File: config.mk
export PLATFORM = sky130hd
export DESIGN_NAME = tmc_top
export DESIGN_NICKNAME = d
export VERILOG_FILES = /design/src/hdl/tmc_pkg.sv /design/src/hdl/tmc_top.sv /design/src/hdl/tmc_core.sv
export SDC_FILE = /design/constraint.sdc
export NUM_CORES = 1
export LEC_CHECK = 0
export BUFFER_PORTS_ARGS = -buffer_cell sky130_fd_sc_hd__buf_2
export CAP_MARGIN = 20
export CORE_UTILIZATION = 59
export DETAILED_ROUTE_END_ITERATION = 7
export GPL_TIMING_DRIVEN = 0
export PLACE_DENSITY = 0.77
export SETUP_SLACK_MARGIN = 0.15
export SLEW_MARGIN = 0
export SYNTH_ARGS = -nofsm -noshare
export SYNTH_HDL_FRONTEND = slang
export SYNTH_SLANG_ARGS = --single-unit
File: constraint.sdc
create_clock -name clk -period 7.4 [get_ports clk]
set_clock_uncertainty 0.15 [all_clocks]
set_input_delay 0.37 -clock clk [delete_from_list [all_inputs] [get_ports clk]]
set_output_delay 0.37 -clock clk [all_outputs]
set_load 0.02 [all_outputs]
File: src/hdl/tmc_pkg.sv
package tmc_pkg;

  // Register byte offsets
  localparam logic [7:0] TMC_OFS_CTRL     = 8'h00;
  localparam logic [7:0] TMC_OFS_SLAVE    = 8'h04;
  localparam logic [7:0] TMC_OFS_RELOAD   = 8'h08;
  localparam logic [7:0] TMC_OFS_PRESCALE = 8'h0C;
  localparam logic [7:0] TMC_OFS_COUNT    = 8'h10;
  localparam logic [7:0] TMC_OFS_STATUS   = 8'h14;
  localparam logic [7:0] TMC_OFS_IRQ_EN   = 8'h18;
  localparam logic [7:0] TMC_OFS_IRQ_CLR  = 8'h1C;
  localparam logic [7:0] TMC_OFS_EVGEN    = 8'h20;
  localparam logic [7:0] TMC_OFS_COMPARE  = 8'h24;

  // Control field positions
  localparam int TMC_BIT_RUN     = 0;
  localparam int TMC_BIT_UPDATE_DISABLE    = 1;
  localparam int TMC_BIT_USRC    = 2;
  localparam int TMC_BIT_SINGLE  = 3;
  localparam int TMC_BIT_DIR     = 4;
  localparam int TMC_BIT_ALIGN_L = 5;
  localparam int TMC_BIT_ALIGN_H = 6;

  // Slave register field positions
  localparam int TMC_BIT_ENC     = 0;
  localparam int TMC_BIT_TRIG    = 1;
  localparam int TMC_BIT_OUTCH   = 2;

  // Status bit positions
  localparam int TMC_ST_UPDATE   = 0;
  localparam int TMC_ST_COMPARE  = 1;
  localparam int TMC_ST_TRIGGER  = 2;
  localparam int TMC_ST_W        = 3;

  // Reset values and control register write mask
  localparam logic [15:0] TMC_CTRL_RST  = 16'h0000;
  localparam logic [15:0] TMC_WORD_RST  = 16'h0000;
  localparam logic [15:0] TMC_CTRL_MASK = 16'h007F;

  // Alignment modes
  typedef enum logic [1:0] {
    TMC_EDGE    = 2'b00,
    TMC_CENTER1 = 2'b01,
    TMC_CENTER2 = 2'b10,
    TMC_CENTER3 = 2'b11
  } tmc_align_type;

  // AXI response codes
  localparam logic [1:0] TMC_RESP_OK  = 2'b00;
  localparam logic [1:0] TMC_RESP_ERR = 2'b10;

  // Control fields as carried to the counter core
  typedef struct packed {
    tmc_align_type align_mode_sel;
    logic          count_down;
    logic          single_pulse;
    logic          update_source_sel;
    logic          update_disable;
    logic          counter_run;
  } tmc_ctrl_type;

  // Core events toward the register side
  typedef struct packed {
    logic update_irq;
    logic compare_hit;
    logic single_stop;
    logic trigger_start;
  } tmc_event_type;

endpackage

File: src/hdl/tmc_top.sv
// Functional notes
// - Alignment 00 counts edge-aligned, direction from the direction bit.
// - Alignment 01 counts up/down; compare flag set only counting down.
// - Alignment 10 counts up/down; compare flag set only counting up.
// - Alignment 11 counts up/down; compare flag set in both directions.
// - Edge mode: direction 0 increments, direction 1 decrements.
// - Direction bit ignored in centre-aligned and encoder modes.
// - Single-pulse clears the run bit at next update event.
// - Update source 1: only overflow/underflow raises update interrupt.
// - Update source 0: overflow, soft trigger or slave update raise interrupt.
// - Update disable blocks update events; shadow registers hold.
// - Soft trigger or slave reset still reinitialise counter and prescaler.
// - Updates come from overflow, soft trigger, slave; they load shadows.
// - Run bit starts the counter at 1, halts it at 0.
// - Encoder mode waits for software run bit.
// - Trigger slave mode sets the run bit in hardware on trigger.
//
// Chosen here: the AXI4-Lite slave port and the placing of the registers.
`timescale 1ns/1ps
module tmc_top #(
  parameter int W = 16
) (
  // Clock and reset
  input  wire logic          clk,
  input  wire logic          sys_rst,
  // AXI4-Lite write address
  input  wire logic [7:0]    s_axi_awaddr,
  input  wire logic          s_axi_awvalid,
  output logic               s_axi_awready,
  // AXI4-Lite write data
  input  wire logic [31:0]   s_axi_wdata,
  input  wire logic [3:0]    s_axi_wstrb,
  input  wire logic          s_axi_wvalid,
  output logic               s_axi_wready,
  // AXI4-Lite write response
  output logic [1:0]         s_axi_bresp,
  output logic               s_axi_bvalid,
  input  wire logic          s_axi_bready,
  // AXI4-Lite read address
  input  wire logic [7:0]    s_axi_araddr,
  input  wire logic          s_axi_arvalid,
  output logic               s_axi_arready,
  // AXI4-Lite read data
  output logic [31:0]        s_axi_rdata,
  output logic [1:0]         s_axi_rresp,
  output logic               s_axi_rvalid,
  input  wire logic          s_axi_rready,
  // Slave mode controller inputs, same clock
  input  wire logic          slave_update,
  input  wire logic          slave_reset,
  input  wire logic          slave_trigger,
  // Encoder pins
  input  wire logic          enc_step_pin,
  input  wire logic          enc_up_pin,
  // Outputs
  output logic               irq_ff,
  output logic               update_pulse_ff
);
  import tmc_pkg::*;

  // Bus state
  logic [7:0]    aw_addr_ff;
  logic          aw_have_ff;
  logic [31:0]   w_data_ff;
  logic [3:0]    w_strb_ff;
  logic          w_have_ff;
  logic          do_write;
  // Registers
  logic [15:0]   ctrl_ff;
  logic [2:0]    slave_cfg_ff;
  logic [W-1:0]  reload_pre_ff;
  logic [W-1:0]  prescaler_pre_ff;
  logic [W-1:0]  compare_pre_ff;
  logic [TMC_ST_W-1:0] status_ff;
  logic [TMC_ST_W-1:0] irq_en_ff;
  logic          soft_ug_ff;
  // Pin synchronisers
  logic [1:0]    step_sync_ff;
  logic [1:0]    up_sync_ff;
  logic          step_last_ff;
  // Core
  tmc_ctrl_type  ctrl;
  tmc_event_type evt;
  logic [W-1:0]  count;
  logic [W-1:0]  reload_value;
  logic [W-1:0]  prescaler_value;
  logic          down_state;
  logic          trig_start;
  logic [31:0]   nxt_rdata;
  logic          nxt_rerr;
  logic [15:0]   wd16;

  assign wd16 = {w_strb_ff[1] ? w_data_ff[15:8] : 8'h00,
                 w_strb_ff[0] ? w_data_ff[7:0]  : 8'h00};
  assign do_write = aw_have_ff & w_have_ff & ~s_axi_bvalid;
  // Trigger mode start, only when trigger mode selected
  assign trig_start = slave_cfg_ff[TMC_BIT_TRIG] & slave_trigger & ~ctrl_ff[TMC_BIT_RUN];

  // Control fields toward the core
  always_comb begin
    ctrl.align_mode_sel    = tmc_align_type'(ctrl_ff[TMC_BIT_ALIGN_H:TMC_BIT_ALIGN_L]);
    ctrl.count_down        = ctrl_ff[TMC_BIT_DIR];
    ctrl.single_pulse      = ctrl_ff[TMC_BIT_SINGLE];
    ctrl.update_source_sel = ctrl_ff[TMC_BIT_USRC];
    ctrl.update_disable    = ctrl_ff[TMC_BIT_UPDATE_DISABLE];
    ctrl.counter_run       = ctrl_ff[TMC_BIT_RUN];
  end

  // Write address and data capture in either order
  always_ff @(posedge clk or posedge sys_rst) begin
    if (sys_rst) begin
      aw_have_ff <= 1'b0;
      aw_addr_ff <= 8'h00;
      s_axi_awready <= 1'b0;
    end else begin
      s_axi_awready <= ~aw_have_ff & ~s_axi_awready & s_axi_awvalid;
      if (s_axi_awvalid && s_axi_awready) begin
        aw_have_ff <= 1'b1;
        aw_addr_ff <= s_axi_awaddr;
      end else if (do_write) begin
        aw_have_ff <= 1'b0;
      end
    end
  end

  always_ff @(posedge clk or posedge sys_rst) begin
    if (sys_rst) begin
      w_have_ff <= 1'b0;
      w_data_ff <= 32'h0000_0000;
      w_strb_ff <= 4'h0;
      s_axi_wready <= 1'b0;
    end else begin
      s_axi_wready <= ~w_have_ff & ~s_axi_wready & s_axi_wvalid;
      if (s_axi_wvalid && s_axi_wready) begin
        w_have_ff <= 1'b1;
        w_data_ff <= s_axi_wdata;
        w_strb_ff <= s_axi_wstrb;
      end else if (do_write) begin
        w_have_ff <= 1'b0;
      end
    end
  end

  // Write response
  always_ff @(posedge clk or posedge sys_rst) begin
    if (sys_rst) begin
      s_axi_bvalid <= 1'b0;
      s_axi_bresp  <= TMC_RESP_OK;
    end else if (do_write) begin
      s_axi_bvalid <= 1'b1;
      s_axi_bresp  <= (aw_addr_ff > TMC_OFS_COMPARE || aw_addr_ff[1:0] != 2'b00) ?
                      TMC_RESP_ERR : TMC_RESP_OK;
    end else if (s_axi_bready) begin
      s_axi_bvalid <= 1'b0;
    end
  end

  // Control register: software writes, single-pulse stop, trigger start
  always_ff @(posedge clk or posedge sys_rst) begin
    if (sys_rst) begin
      ctrl_ff <= TMC_CTRL_RST;
    end else if (do_write && aw_addr_ff == TMC_OFS_CTRL) begin
      ctrl_ff <= wd16 & TMC_CTRL_MASK;
    end else if (evt.single_stop) begin
      ctrl_ff[TMC_BIT_RUN] <= 1'b0;
    end else if (trig_start) begin
      ctrl_ff[TMC_BIT_RUN] <= 1'b1;
    end
  end

  // Configuration and preload registers
  always_ff @(posedge clk or posedge sys_rst) begin
    if (sys_rst) begin
      slave_cfg_ff     <= 3'h0;
      reload_pre_ff    <= '0;
      prescaler_pre_ff <= '0;
      compare_pre_ff   <= '0;
      irq_en_ff        <= '0;
    end else if (do_write) begin
      unique case (aw_addr_ff)
        TMC_OFS_SLAVE:    slave_cfg_ff     <= wd16[2:0];
        TMC_OFS_RELOAD:   reload_pre_ff    <= wd16[W-1:0];
        TMC_OFS_PRESCALE: prescaler_pre_ff <= wd16[W-1:0];
        TMC_OFS_COMPARE:  compare_pre_ff   <= wd16[W-1:0];
        TMC_OFS_IRQ_EN:   irq_en_ff        <= wd16[TMC_ST_W-1:0];
        default: ;
      endcase
    end
  end

  // Software update trigger, one-cycle pulse, self clearing
  always_ff @(posedge clk or posedge sys_rst) begin
    if (sys_rst) begin
      soft_ug_ff <= 1'b0;
    end else begin
      soft_ug_ff <= do_write && aw_addr_ff == TMC_OFS_EVGEN && wd16[0];
    end
  end

  // Sticky status, set wins over clear
  always_ff @(posedge clk or posedge sys_rst) begin
    if (sys_rst) begin
      status_ff <= '0;
    end else begin
      status_ff <= (status_ff & ~((do_write && aw_addr_ff == TMC_OFS_IRQ_CLR) ?
                                  wd16[TMC_ST_W-1:0] : '0))
                   | {trig_start, evt.compare_hit, evt.update_irq};
    end
  end

  // Interrupt and update outputs
  always_ff @(posedge clk or posedge sys_rst) begin
    if (sys_rst) begin
      irq_ff          <= 1'b0;
      update_pulse_ff <= 1'b0;
    end else begin
      irq_ff          <= |(status_ff & irq_en_ff);
      update_pulse_ff <= evt.update_irq;
    end
  end

  // Encoder pin synchronisers
  always_ff @(posedge clk or posedge sys_rst) begin
    if (sys_rst) begin
      step_sync_ff <= 2'b00;
      up_sync_ff   <= 2'b00;
      step_last_ff <= 1'b0;
    end else begin
      step_sync_ff <= {step_sync_ff[0], enc_step_pin};
      up_sync_ff   <= {up_sync_ff[0], enc_up_pin};
      step_last_ff <= step_sync_ff[1];
    end
  end

  // Read data mux
  always_comb begin
    nxt_rdata = 32'h0000_0000;
    nxt_rerr  = 1'b0;
    unique case (s_axi_araddr)
      TMC_OFS_CTRL:     nxt_rdata[15:0] = ctrl_ff;
      TMC_OFS_SLAVE:    nxt_rdata[2:0]  = slave_cfg_ff;
      TMC_OFS_RELOAD:   nxt_rdata[W-1:0] = reload_pre_ff;
      TMC_OFS_PRESCALE: nxt_rdata[W-1:0] = prescaler_pre_ff;
      TMC_OFS_COUNT:    nxt_rdata[W-1:0] = count;
      TMC_OFS_STATUS:   nxt_rdata[TMC_ST_W:0] = {down_state, status_ff};
      TMC_OFS_IRQ_EN:   nxt_rdata[TMC_ST_W-1:0] = irq_en_ff;
      TMC_OFS_IRQ_CLR:  nxt_rdata = 32'h0000_0000;
      TMC_OFS_EVGEN:    nxt_rdata = 32'h0000_0000;
      TMC_OFS_COMPARE:  nxt_rdata[W-1:0] = compare_pre_ff;
      default:          nxt_rerr = 1'b1;
    endcase
  end

  // Read channel
  always_ff @(posedge clk or posedge sys_rst) begin
    if (sys_rst) begin
      s_axi_arready <= 1'b0;
      s_axi_rvalid  <= 1'b0;
      s_axi_rdata   <= 32'h0000_0000;
      s_axi_rresp   <= TMC_RESP_OK;
    end else begin
      s_axi_arready <= s_axi_arvalid & ~s_axi_arready & ~s_axi_rvalid;
      if (s_axi_arvalid && s_axi_arready) begin
        s_axi_rvalid <= 1'b1;
        s_axi_rdata  <= nxt_rdata;
        s_axi_rresp  <= nxt_rerr ? TMC_RESP_ERR : TMC_RESP_OK;
      end else if (s_axi_rready) begin
        s_axi_rvalid <= 1'b0;
      end
    end
  end

  // Counter core
  tmc_core #(
    .W(W)
  ) u_core (
    .clk                 (clk),
    .sys_rst             (sys_rst),
    .ctrl                (ctrl),
    .encoder_mode        (slave_cfg_ff[TMC_BIT_ENC]),
    .ext_step            (step_sync_ff[1] & ~step_last_ff),
    .ext_up              (up_sync_ff[1]),
    .soft_update_trigger (soft_ug_ff),
    .slave_update        (slave_update),
    .slave_reset         (slave_reset),
    .compare_output      (slave_cfg_ff[TMC_BIT_OUTCH]),
    .reload_pre          (reload_pre_ff),
    .prescaler_pre       (prescaler_pre_ff),
    .compare_pre         (compare_pre_ff),
    .count_ff            (count),
    .reload_value_ff     (reload_value),
    .prescaler_value_ff  (prescaler_value),
    .down_ff             (down_state),
    .evt_ff              (evt)
  );

endmodule

File: src/hdl/tmc_core.sv
`timescale 1ns/1ps
module tmc_core #(
  parameter int W = 16
) (
  // Clock and reset
  input  wire logic                   clk,
  input  wire logic                   sys_rst,
  // Control
  input  wire tmc_pkg::tmc_ctrl_type  ctrl,
  input  wire logic                   encoder_mode,
  input  wire logic                   ext_step,
  input  wire logic                   ext_up,
  input  wire logic                   soft_update_trigger,
  input  wire logic                   slave_update,
  input  wire logic                   slave_reset,
  input  wire logic                   compare_output,
  // Preload values
  input  wire logic [W-1:0]           reload_pre,
  input  wire logic [W-1:0]           prescaler_pre,
  input  wire logic [W-1:0]           compare_pre,
  // State
  output logic      [W-1:0]           count_ff,
  output logic      [W-1:0]           reload_value_ff,
  output logic      [W-1:0]           prescaler_value_ff,
  output logic                        down_ff,
  output tmc_pkg::tmc_event_type      evt_ff
);
  import tmc_pkg::*;

  logic [W-1:0] psc_cnt_ff;
  logic [W-1:0] compare_ff;
  logic         tick;
  logic         hit_top;
  logic         hit_bot;
  logic         center;
  logic         eff_down;
  logic         ovf;
  logic         update_event;
  logic         reinit;

  assign center   = (ctrl.align_mode_sel != TMC_EDGE);
  // Direction bit ignored in centre and encoder modes
  assign eff_down = encoder_mode ? ~ext_up :
                    (center ? down_ff : ctrl.count_down);
  // Encoder steps only while enabled, internal ticks from prescaler
  assign tick     = ctrl.counter_run &
                    (encoder_mode ? ext_step : (psc_cnt_ff == prescaler_value_ff));
  assign hit_top  = (count_ff == reload_value_ff);
  assign hit_bot  = (count_ff == '0);
  assign ovf      = tick & (eff_down ? hit_bot : hit_top);
  assign reinit   = soft_update_trigger | slave_reset;
  // Update event sources, blocked by update disable
  assign update_event = ~ctrl.update_disable &
                        (ovf | soft_update_trigger | slave_update);

  // Prescaler counter
  always_ff @(posedge clk or posedge sys_rst) begin
    if (sys_rst) begin
      psc_cnt_ff <= '0;
    end else if (reinit || !ctrl.counter_run || tick) begin
      psc_cnt_ff <= '0;
    end else begin
      psc_cnt_ff <= psc_cnt_ff + 1'b1;
    end
  end

  // Main counter
  always_ff @(posedge clk or posedge sys_rst) begin
    if (sys_rst) begin
      count_ff <= '0;
    end else if (reinit) begin
      count_ff <= eff_down && !center ? reload_value_ff : '0;
    end else if (tick) begin
      if (center) begin
        if (!down_ff && hit_top) count_ff <= count_ff - 1'b1;
        else if (down_ff && hit_bot) count_ff <= count_ff + 1'b1;
        else if (down_ff) count_ff <= count_ff - 1'b1;
        else count_ff <= count_ff + 1'b1;
      end else if (eff_down) begin
        count_ff <= hit_bot ? reload_value_ff : count_ff - 1'b1;
      end else begin
        count_ff <= hit_top ? '0 : count_ff + 1'b1;
      end
    end
  end

  // Centre-aligned direction toggles at the ends
  always_ff @(posedge clk or posedge sys_rst) begin
    if (sys_rst) begin
      down_ff <= 1'b0;
    end else if (!center) begin
      down_ff <= ctrl.count_down;
    end else if (reinit) begin
      down_ff <= 1'b0;
    end else if (tick && !down_ff && hit_top) begin
      down_ff <= 1'b1;
    end else if (tick && down_ff && hit_bot) begin
      down_ff <= 1'b0;
    end
  end

  // Shadow registers load only on update events
  always_ff @(posedge clk or posedge sys_rst) begin
    if (sys_rst) begin
      reload_value_ff    <= '0;
      prescaler_value_ff <= '0;
      compare_ff         <= '0;
    end else if (update_event) begin
      reload_value_ff    <= reload_pre;
      prescaler_value_ff <= prescaler_pre;
      compare_ff         <= compare_pre;
    end
  end

  // Event pulses
  always_ff @(posedge clk or posedge sys_rst) begin
    if (sys_rst) begin
      evt_ff <= '0;
    end else begin
      // Update request source filter
      evt_ff.update_irq  <= update_event &
                            (ctrl.update_source_sel ? ovf : 1'b1);
      // Compare flag qualified by alignment mode
      evt_ff.compare_hit <= compare_output && tick && count_ff == compare_ff &&
                            (ctrl.align_mode_sel == TMC_EDGE    ||
                             ctrl.align_mode_sel == TMC_CENTER3 ||
                            (ctrl.align_mode_sel == TMC_CENTER1 && down_ff) ||
                            (ctrl.align_mode_sel == TMC_CENTER2 && !down_ff));
      evt_ff.single_stop   <= update_event & ctrl.single_pulse & ctrl.counter_run;
      evt_ff.trigger_start <= 1'b0;
    end
  end

endmodule

==> results.toml, run 1 <==
[status]
run_status = "completed"

[cells_and_area]
area_delta_synth_final_pct = 17.98
fin_area_um2 = 12120
fin_cells = 1388
nNetsFinal = 1224
antenna_cells = 0
drive_gt1_share_pct = 19.09
fin_util_pct = 72.09

[synth]
yosysSeqAreaShare_pct = 50.41
ys_ff_latch = 207
yosysUniqueCellTypes = 69
synth_top_cell_area_share_pct = 50.41
synthArstFlopShare_pct = 100.0
synth_commonest_cells = "dfrtp_1, nand2_1, o21ai_0"
synth_flop_cell = "dfrtp_1"
synth_area_leaders = "dfrtp_1, mux2_2, nand2_1"
syn_area_um2 = 10280
yosysWarnings = 0
syn_inst = 1005
synth_edf_count = 0
synth_top_area_cell = "dfrtp_1"
avgSynthCellArea_um2 = 10.22
synth.most_common_cell = "dfrtp_1"

[global_route]
grt_max_degree = 127
grt_use_total_pct = 31.40
antenna_found_initial = 0
grt_pass1_wl_mm = 43.57
grt_overflow = 0
grt_pass1_vias = 8162

[setup_path]
r2r_slack_ns = 3.96
regToRegEndpoint = "u_core.psc_cnt_ff[13]"
end_kind = "flop"
worst-path-max-fanout = 10
r2r-start = "u_core.psc_cnt_ff[12]"
cp.arrival_ns = 3.67
r2r.worst_path.cells = 8
criticalPathCategory = "flop to flop"
cp_data_required_time_ns = 7.63
startpoint_type = "flop"
critPathLaunch = "u_core.psc_cnt_ff[12]"
endpoint = "u_core.psc_cnt_ff[13]"

[cts]
ctsHoldBuffers = 35
ctsResizeCount = 0
cts_buffer_depth = 3
clkSlewWorstSetupHoldPaths_ns = 0.06
worstSkewPairLatency_ns = 0.52
cts_buffers = 22
htree_levels = 1
root_buffer = "clkbuf_16"
cts_tree = "done"
cts_sinks = 207
cts_setup_buffers = 0

[min_path]
worstHoldPathType = "input port to flop"

[pwr]
power_density_nw_per_um2 = 317.8
finalPower_mw = 3.853
peakVddDrop_mv = 0.2616
p_leak_nw = 5.602

[die]
start_util_pct = 61.10
dieArea_um2 = 17950
ios = 107
die_width_um = 134.0
coreArea_um2 = 16820
rows = 47
dieHeight_um = 134.0

[detailed_routing]
vias = 8331
drt_iter0_markers = 791
ant_nets = 0
via_per_inst = 6.002
wl_mm = 27.02
drt_first_pass_iters = 5
post_drt_wl_per_cell_um = 19.47
drc = 0

[sta]
tightestPinTransition_ns = 0.9648
slew_headroom_pct = 35.44
slew_viol_final = 0
fin_crit_sh_pct = 46.43
grt_setup_unrepaired = "no"
clock.fmax_ghz = 0.2911
hold_slack_ns = 0.05029
hold_violations = 0
setup_viol = 0
setup_slack_ns = 3.964
tns_ns = 0
fin_crit_ns = 3.436

[place]
dp_slack_ns = 3.982
dp_hpwl_mm = 19.50
dpl.cell_count = 1314
placed_area_um2 = 11010
gp_congestion = 0.9641
port_buffers = 70

[job]
drv_cap = 0
-- cells in the final DEF, fill, tap and decap left out, drive strengths merged, types with 4 or more instances in the layout --
| cell | synthesis | layout |
|---|---|---|
| nand4 | 9 | 9 |
| mux2i | 10 | 10 |
| a222oi | 12 | 12 |
| dlygate4sd3 | 0 | 35 |
| conb | 1 | 18 |
| and3 | 13 | 13 |
| a21oi | 20 | 20 |
| nand3 | 31 | 31 |
| buf | 39 | 111 |
| a22o | 11 | 11 |
| nor3 | 11 | 11 |
| xnor2 | 47 | 47 |
| dfrtp | 207 | 207 |
| o31ai | 5 | 5 |
| a31oi | 10 | 10 |
| nor3b | 6 | 6 |
| o211ai | 5 | 5 |
| ha | 7 | 7 |
| inv | 21 | 21 |
| nor2b | 4 | 4 |
| o21ai | 99 | 99 |
| clkinvlp | 0 | 4 |
| clkinv | 0 | 4 |
| nand2 | 153 | 153 |
| nor2 | 54 | 54 |
| a21o | 5 | 5 |
| clkbuf | 38 | 66 |
| a221oi | 9 | 9 |
| xor2 | 31 | 31 |
| mux2 | 76 | 76 |
| nor4 | 14 | 14 |
| o22ai | 10 | 10 |
| nand2b | 5 | 5 |
-- cell type report --
cell class | count | area (um2)
timing repair buffer | 107 | 733.2
buffer | 77 | 430.4
multi-input combinational | 717 | 4651
clock inverter | 11 | 155.1
tap | 220 | 275.3
sequential | 207 | 5180
clock buffer | 28 | 613.1
inverter | 21 | 86.33
fill | 1233 | 4695
-- power breakdown --
part | leakage, nW | total (mW) | internal (mW) | switching, mW
combinational | 2.46 | 1.26 | 0.480 | 0.782
sequential | 2.78 | 1.43 | 1.30 | 0.132
clock | 0.364 | 1.16 | 0.694 | 0.464
-- critical path, cell delays in order (launching register included) --
cell,delay [ns]
dfrtp_1,0.43
xor2_1,0.18
nor4_1,0.46
nand4b_1,0.14
o21ai_1,0.73
nor2_1,0.41
nand2_1,0.30
clkbuf_1,0.39
nor2_1,0.11
-- worst min path at each step --
| stage | startpoint | end | slack [ns] | cells after the start |
|---|---|---|---|---|
| 2_1_floorplan | step_sync_ff[0] | step_sync_ff[1] | 0.18 | 0 |
| 3_3_place_gp | step_sync_ff[0] | step_sync_ff[1] | 0.18 | 0 |
| 3_5_place_dp | step_sync_ff[0] | step_sync_ff[1] | 0.20 | 0 |
| 4_1_cts | s_axi_araddr[5] | s_axi_rresp[1] | 0.04 | 3 |
| 5_1_grt | s_axi_araddr[5] | s_axi_rresp[1] | 0.10 | 3 |
| 6_report | s_axi_araddr[5] | s_axi_rresp[1] | 0.05 | 3 |
-- kinds of logic (layout without fill, tap and decap cells) --
group | after synthesis | after routing | synth area share (%)
mux | 86 | 86 | 9.302
other cells | 1 | 18 | 0.03649
buf+inv | 98 | 244 | 4.956
fa+ha+maj | 7 | 7 | 0.8523
flops | 207 | 207 | 50.41
simple gates | 317 | 317 | 14.39
xor+xnor | 78 | 78 | 6.648
compound gates | 211 | 211 | 13.41
-- metal layers --
layer	routed length, um	global-route usage (%)	up-vias
met4	1009	12.88	0
met3	1714	4.384	72
li1	-	-	3821
met5	0	0	-
met1	11200	41.53	4089
met2	13100	52.25	349
-- registers in the layout, summed over array words and instances (netlist names), 3 cells and up --
name and count:
u_core.psc_cnt_ff 16, status_ff 3, w_data_ff 16, s_axi_rdata 16, prescaler_pre_ff 16, u_core.evt_ff 3
u_core.compare_ff 16, irq_en_ff 3, aw_addr_ff 8, ctrl_ff 7, u_core.count_ff 16, u_core.prescaler_value_ff 16
u_core.reload_value_ff 16, compare_pre_ff 16, slave_cfg_ff 3, reload_pre_ff 16
Note: power is estimated with default switching activity, not from simulation.
==> run 2: changes to the inputs <==
ABC_AREA = 1   (was not set)
CORE_UTILIZATION = 54   (was 59)
PLACE_DENSITY = 0.74   (was 0.77)
clock period = 3.1 ns   (was 7.4 ns; I/O delays follow)
==> run 2 against run 1 <==
Compared with the run above: global-route usage up 1.1 points; worst setup slack worse by 3.7 ns; fmax up 23%; flip-flop and latch count is the same; clock power up 140%; die area up 17%; hold slack got worse by 0.0087 ns; sequential share of layout area down 3.1 points; register-to-register slack lost 3.7 ns; critical path type unchanged.
==> results.toml, run 2 <==
[pwr]
p_leak_nw = 6.556
seq_power_share_pct = 36.4
peakVddDrop_mv = 0.6900
internal_power_mw = 5.847
switching_share_pct = 38.35
p_switching_mw = 3.636
combPwrFrac_pct = 34.5
pwr-share-clk_pct = 29.0
power_density_nw_per_um2 = 726.2

[detailed_routing]
drt_first_pass_iters = 5
post_drt_wl_per_cell_um = 18.04
via_per_inst = 5.599
wl_mm = 33.51
ant_nets = 0
vias = 10400
drt_iter0_markers = 957
drc = 0

[sta]
grt_setup_unrepaired = "no"
hold_violations = 0
setup_viol = 0
slew_headroom_pct = 23.29
fin_crit_ns = 2.787
tightestPinTransition_ns = 1.142
slew_viol_final = 0
fin_crit_sh_pct = 89.89
clock.fmax_ghz = 0.3589
hold_slack_ns = 0.04163

[setup_path]
cp_data_required_time_ns = 3.35
end_kind = "flop"
startpoint_type = "flop"
cp.arrival_ns = 3.04
r2r.worst_path.cells = 14
criticalPathCategory = "flop to flop"
worst-path-max-fanout = 10

[synth]
synth.most_common_cell = "nand2_1"
synth_top_cell_area_share_pct = 46.95
synthArstFlopShare_pct = 100.0
synth_top_area_cell = "dfrtp_1"
syn_inst = 1421
yosysWarnings = 0
avgSynthCellArea_um2 = 7.763
synth_area_leaders = "dfrtp_1, nand2_1, nand3_1"
synth_flop_cell = "dfrtp_1"
ys_ff_latch = 207
yosysSeqAreaShare_pct = 46.95
synth_edf_count = 0
syn_area_um2 = 11030
synth_commonest_cells = "nand2_1, dfrtp_1, nand3_1"
yosysUniqueCellTypes = 47

[cells_and_area]
layout_commonest_cell = "nand2_1"
seq_area_um2 = 5180
multi_input_area_um2 = 5120
area_delta_synth_final_pct = 18.36
antenna_cells = 0
fillCellCount = 1656
drive_gt1_share_pct = 13.13
nNetsFinal = 1647
layout_common_cells = "nand2_1, dfrtp_1, nand3_1"
fin_area_um2 = 13060

[die]
start_util_pct = 55.95
dieArea_um2 = 21000
ios = 107
rows = 51
dieHeight_um = 144.9
die_width_um = 144.9
coreArea_um2 = 19720

[job]
drv_cap = 0

[min_path]
worstHoldPathType = "input port to flop"
min_path_cells = 6

[cts]
worstSkewPairLatency_ns = 0.52
htree_levels = 1
clkSlewWorstSetupHoldPaths_ns = 0.06
root_buffer = "clkbuf_16"
cts_tree = "done"
cts_buffers = 23
cts_sinks = 207
cts_buffer_depth = 3

[global_route]
grt_pass1_wl_mm = 53.46
grt_use_total_pct = 32.46
grt_overflow = 0
grt_max_degree = 38
grt_pass1_vias = 10090
antenna_found_initial = 0

[place]
placed_area_um2 = 11910
port_buffers = 70
dp_hpwl_mm = 24.92
gp_congestion = 0.9680

[status]
run_status = "completed"
## run 2: worst max-delay path, cell delays in order, from the launching register on
cell	delay, ns
dfrtp_1	0.47
inv_1	0.11
ha_1	0.30
inv_2	0.21
nand2_1	0.11
nand3_1	0.13
o21ai_4	0.14
nor2_2	0.24
inv_2	0.08
nand3_4	0.11
nand2_4	0.09
buf_6	0.15
buf_6	0.13
nand3_1	0.15
nand2_1	0.07
## run 2: power groups by stage
stage	clock network [mW]	registers, mW	logic [mW]
2_1_floorplan	0	3.42	2.25
3_3_place_gp	0	3.46	3.09
3_5_place_dp	0	3.47	3.16
4_1_cts	2.77	3.43	3.23
5_1_grt	2.89	3.50	3.62
6_report	2.75	3.46	3.27
## run 2: path summary, 6_finish.rpt
kind	endpoint	start	slack, ns
setup reg to reg	u_core.reload_value_ff[10]	ctrl_ff[5]	0.31
max in group asynchronous	u_core.psc_cnt_ff[9]	sys_rst	1.60
hold / removal	u_core.compare_ff[13]	slave_update	0.04
min in group asynchronous	s_axi_bvalid	sys_rst	0.14
setup / recovery	u_core.reload_value_ff[10]	ctrl_ff[5]	0.31
hold reg to reg	step_sync_ff[1]	step_sync_ff[0]	0.20
## run 2: logic make-up (layout without fill, tap and decap cells)
group / count (synthesis) / after routing / synth area share (%)
DFF: 207 / 207 / 46.95
adders and majority gates: 7 / 7 / 0.7939
xor gates and xnor gates: 35 / 35 / 2.779
and+or+nand+nor: 777 / 777 / 29.87
other: 1 / 18 / 0.03399
muxes: 23 / 23 / 2.348
buffers and inverters: 178 / 332 / 7.327
AOI/OAI and AO/OA: 193 / 193 / 9.890
## run 2: what timing repair did
item,CTS,global route
endpoints found under the setup margin,1,13
setup buffers,0,0
endpoints found under the hold margin,100,0
resized for setup,1,3
hold buffers,37,0
## run 2: layout make-up
class	count	share of cell area [%]
Tap cell	265	2.539
Clock buffer	33	5.079
Sequential cell	207	39.67
Timing Repair Buffer	113	6.497
Clock inverter	8	0.7666
Buffer	73	3.191
Multi-Input combinational cell	1053	39.21
Inverter	105	3.047
## run 2: through the flow
step	instances	total power [mW]	util, %	worst slack (ns)	setup TNS [ns]
2_1_floorplan	1438	5.669	-	0.1088	0
3_3_place_gp	1773	6.547	59.75	-1.125	-227.59
3_5_place_dp	1779	6.634	60.40	0.1953	0
4_1_cts	1857	9.431	66.16	0.2338	0
5_1_grt	1857	10.01	66.22	0.1771	0
6_report	1857	9.483	66.22	0.3135	0
## run 2: routing by layer
layer  routed length, um  GRT usage (%)  up-vias  part of all wire, %
met3                2324          5.094       95                  6.9
met4                1498          14.31        0                  4.5
met1               14050          43.05     4937                   42
li1                    -              -     4925                    -
met5                   0              0        -                    0
met2               15640          52.64      440                   47
==> run 3: changes to the inputs <==
ABC_AREA = not set   (was 1)
==> run 3 against run 2 <==
Compared with the run above: clock power about the same; via count decreased by 20%; non-clock buffer count grew 11; combinational power down 2%; hold slack got worse by 0.0074 ns; die area is 6.8% lower; sequential share of layout area grew 2.1 points; fmax is 3.3% lower; clock-buffer cell count shrank 4; global-route usage fell by 3.3 points; worst setup slack worse by 0.095 ns; critical path type unchanged; critical endpoint is now u_core.reload_value_ff[1]; largest power group unchanged.
==> results.toml, run 3 (synthesized netlist as in run 1, its figures left out) <==
[status]
run_status = "completed"

[place]
port_buffers = 70
dp_slack_ns = -0.4911
dp_hpwl_mm = 20.06
placed_area_um2 = 11100
dpl.cell_count = 1332
gp_congestion = 0.9342

[pwr]
p_leak_nw = 5.732
finalPower_mw = 9.416
internal_power_mw = 6.030
combPwrFrac_pct = 34.1
pwr-share-clk_pct = 29.5
switching_share_pct = 35.96
power_density_nw_per_um2 = 759.5
seq_power_share_pct = 36.4
peakVddDrop_mv = 0.6334
p_switching_mw = 3.385

[cells_and_area]
fin_area_um2 = 12400
drive_gt1_share_pct = 20.98
nNetsFinal = 1238
layout_common_cells = "dfrtp_1, nand2_1, o21ai_0"
area_delta_synth_final_pct = 20.64
antenna_cells = 0
layout_commonest_cell = "dfrtp_1"
fin_cells = 1416
fin_util_pct = 66.27

[setup_path]
cp.arrival_ns = 3.14
criticalPathCategory = "flop to flop"
r2r.worst_path.cells = 10
worst-path-max-fanout = 10
r2r-start = "ctrl_ff[5]"
cp_data_required_time_ns = 3.35
r2r_slack_ns = 0.22
cpPeakStageDelay_ns = 0.44
critPathLaunch = "ctrl_ff[5]"
end_kind = "flop"
regToRegEndpoint = "u_core.reload_value_ff[1]"
startpoint_type = "flop"
crit_chain = "inv_1, ha_1, nand2b_1, a21boi_4, mux2_2, nand2_1, a21oi_4, buf_12, buf_6, mux2_1"
cpMaxStageDelayCell = "dfrtp_1"

[die]
start_util_pct = 54.94
ios = 107
dieHeight_um = 140.0
dieArea_um2 = 19590
coreArea_um2 = 18710
rows = 50
die_width_um = 140.0

[sta]
hold_slack_ns = 0.03422
hold_violations = 0
setup_slack_ns = 0.2183
setup_viol = 0
grt_setup_unrepaired = "yes"
fin_crit_ns = 2.882
slew_viol_final = 0
slew_headroom_pct = 46.67
tns_ns = 0
fin_crit_sh_pct = 92.96
tightestPinTransition_ns = 0.7970
clock.fmax_ghz = 0.3470

[cts]
root_buffer = "clkbuf_16"
worstSkewPairLatency_ns = 0.53
cts_tree = "done"
htree_levels = 1
cts_sinks = 207
cts_buffer_depth = 3
cts_buffers = 23
clkSlewWorstSetupHoldPaths_ns = 0.06

[detailed_routing]
via_per_inst = 5.858
wl_mm = 27.56
vias = 8295
drt_iter0_markers = 609
drt_first_pass_iters = 6
post_drt_wl_per_cell_um = 19.46
drc = 0
ant_nets = 0

[min_path]
min_to = "u_core.count_ff[15]"
min-delay-start = "slave_reset"
worstHoldPathType = "input port to flop"
min_path_cells = 4

[global_route]
grt_overflow = 0
grt_use_total_pct = 29.13
antenna_found_initial = 0
grt_pass1_wl_mm = 44.36
grt_max_degree = 43
grt_pass1_vias = 8214

[job]
drv_cap = 0
==> run 3: changes by cell type in the layout (fill, tap and decap cells not counted), moves of 11 or more <==
cell / change
nand2_1: -295
xnor2_1: +44
inv_1: -75
a21oi_1: -12
and3_1: +11
nor2_1: -67
mux2_2: +43
nand3_1: -99
nor3_1: -14
o21ai_0: -16
a222oi_1: +12
==> run 3: what timing repair did <==
action | in CTS | in global routing
hold endpoints to repair | 132 | 0
pin swaps | 2 | 2
hold buffers | 38 | 0
endpoints found under the setup margin | 84 | 75
setup buffers | 5 | 1
resized for setup | 5 | 25
==> run 3: worst max-delay path: cells and delay by family (launching register included) <==
family / cells / cell delay (ns)
mux: 2 / 0.70
flops: 1 / 0.44
simple gates: 2 / 0.43
buf+inv: 3 / 0.39
compound gates: 2 / 0.36
fa+ha+maj: 1 / 0.28
==> run 3: final cells by class <==
| cell class | instances | area (um2) |
|---|---|---|
| multi-input combinational | 717 | 4721 |
| tap | 234 | 292.8 |
| buffer | 77 | 444.2 |
| inverter | 21 | 82.58 |
| sequential | 207 | 5180 |
| clock buffer | 29 | 638.1 |
| timing repair buffer | 120 | 898.4 |
| fill | 1438 | 6309 |
| clock inverter | 11 | 140.1 |
==> run 3: worst max path at each step <==
stage                                 to  slack, ns  cells past startpoint
3_3_place_gp               w_data_ff[11]      -1.14                      2
6_report       u_core.reload_value_ff[1]       0.22                     10
2_1_floorplan              aw_addr_ff[0]       0.11                      1
3_5_place_dp       u_core.psc_cnt_ff[10]      -0.49                      8
5_1_grt              u_core.count_ff[10]       0.08                     11
4_1_cts               u_core.count_ff[6]       0.15                     12
==> run 3: metal layers <==
metal / GRT usage (%) / up-vias / wire, um
met1: 37.76 / 4068 / 11240
met4: 11.74 / 0 / 1128
met2: 48.74 / 307 / 13250
li1: - / 3844 / -
met5: 0 / - / 0
met3: 5.060 / 76 / 1946
==> run 3: power groups by stage <==
stage / logic (mW) / registers (mW) / clock network (mW)
floorplan: 2.11 / 3.40 / 0
global placement: 2.90 / 3.45 / 0
detailed placement: 2.95 / 3.46 / 0
CTS: 3.09 / 3.41 / 2.82
global route: 3.50 / 3.48 / 2.93
finish: 3.21 / 3.43 / 2.77
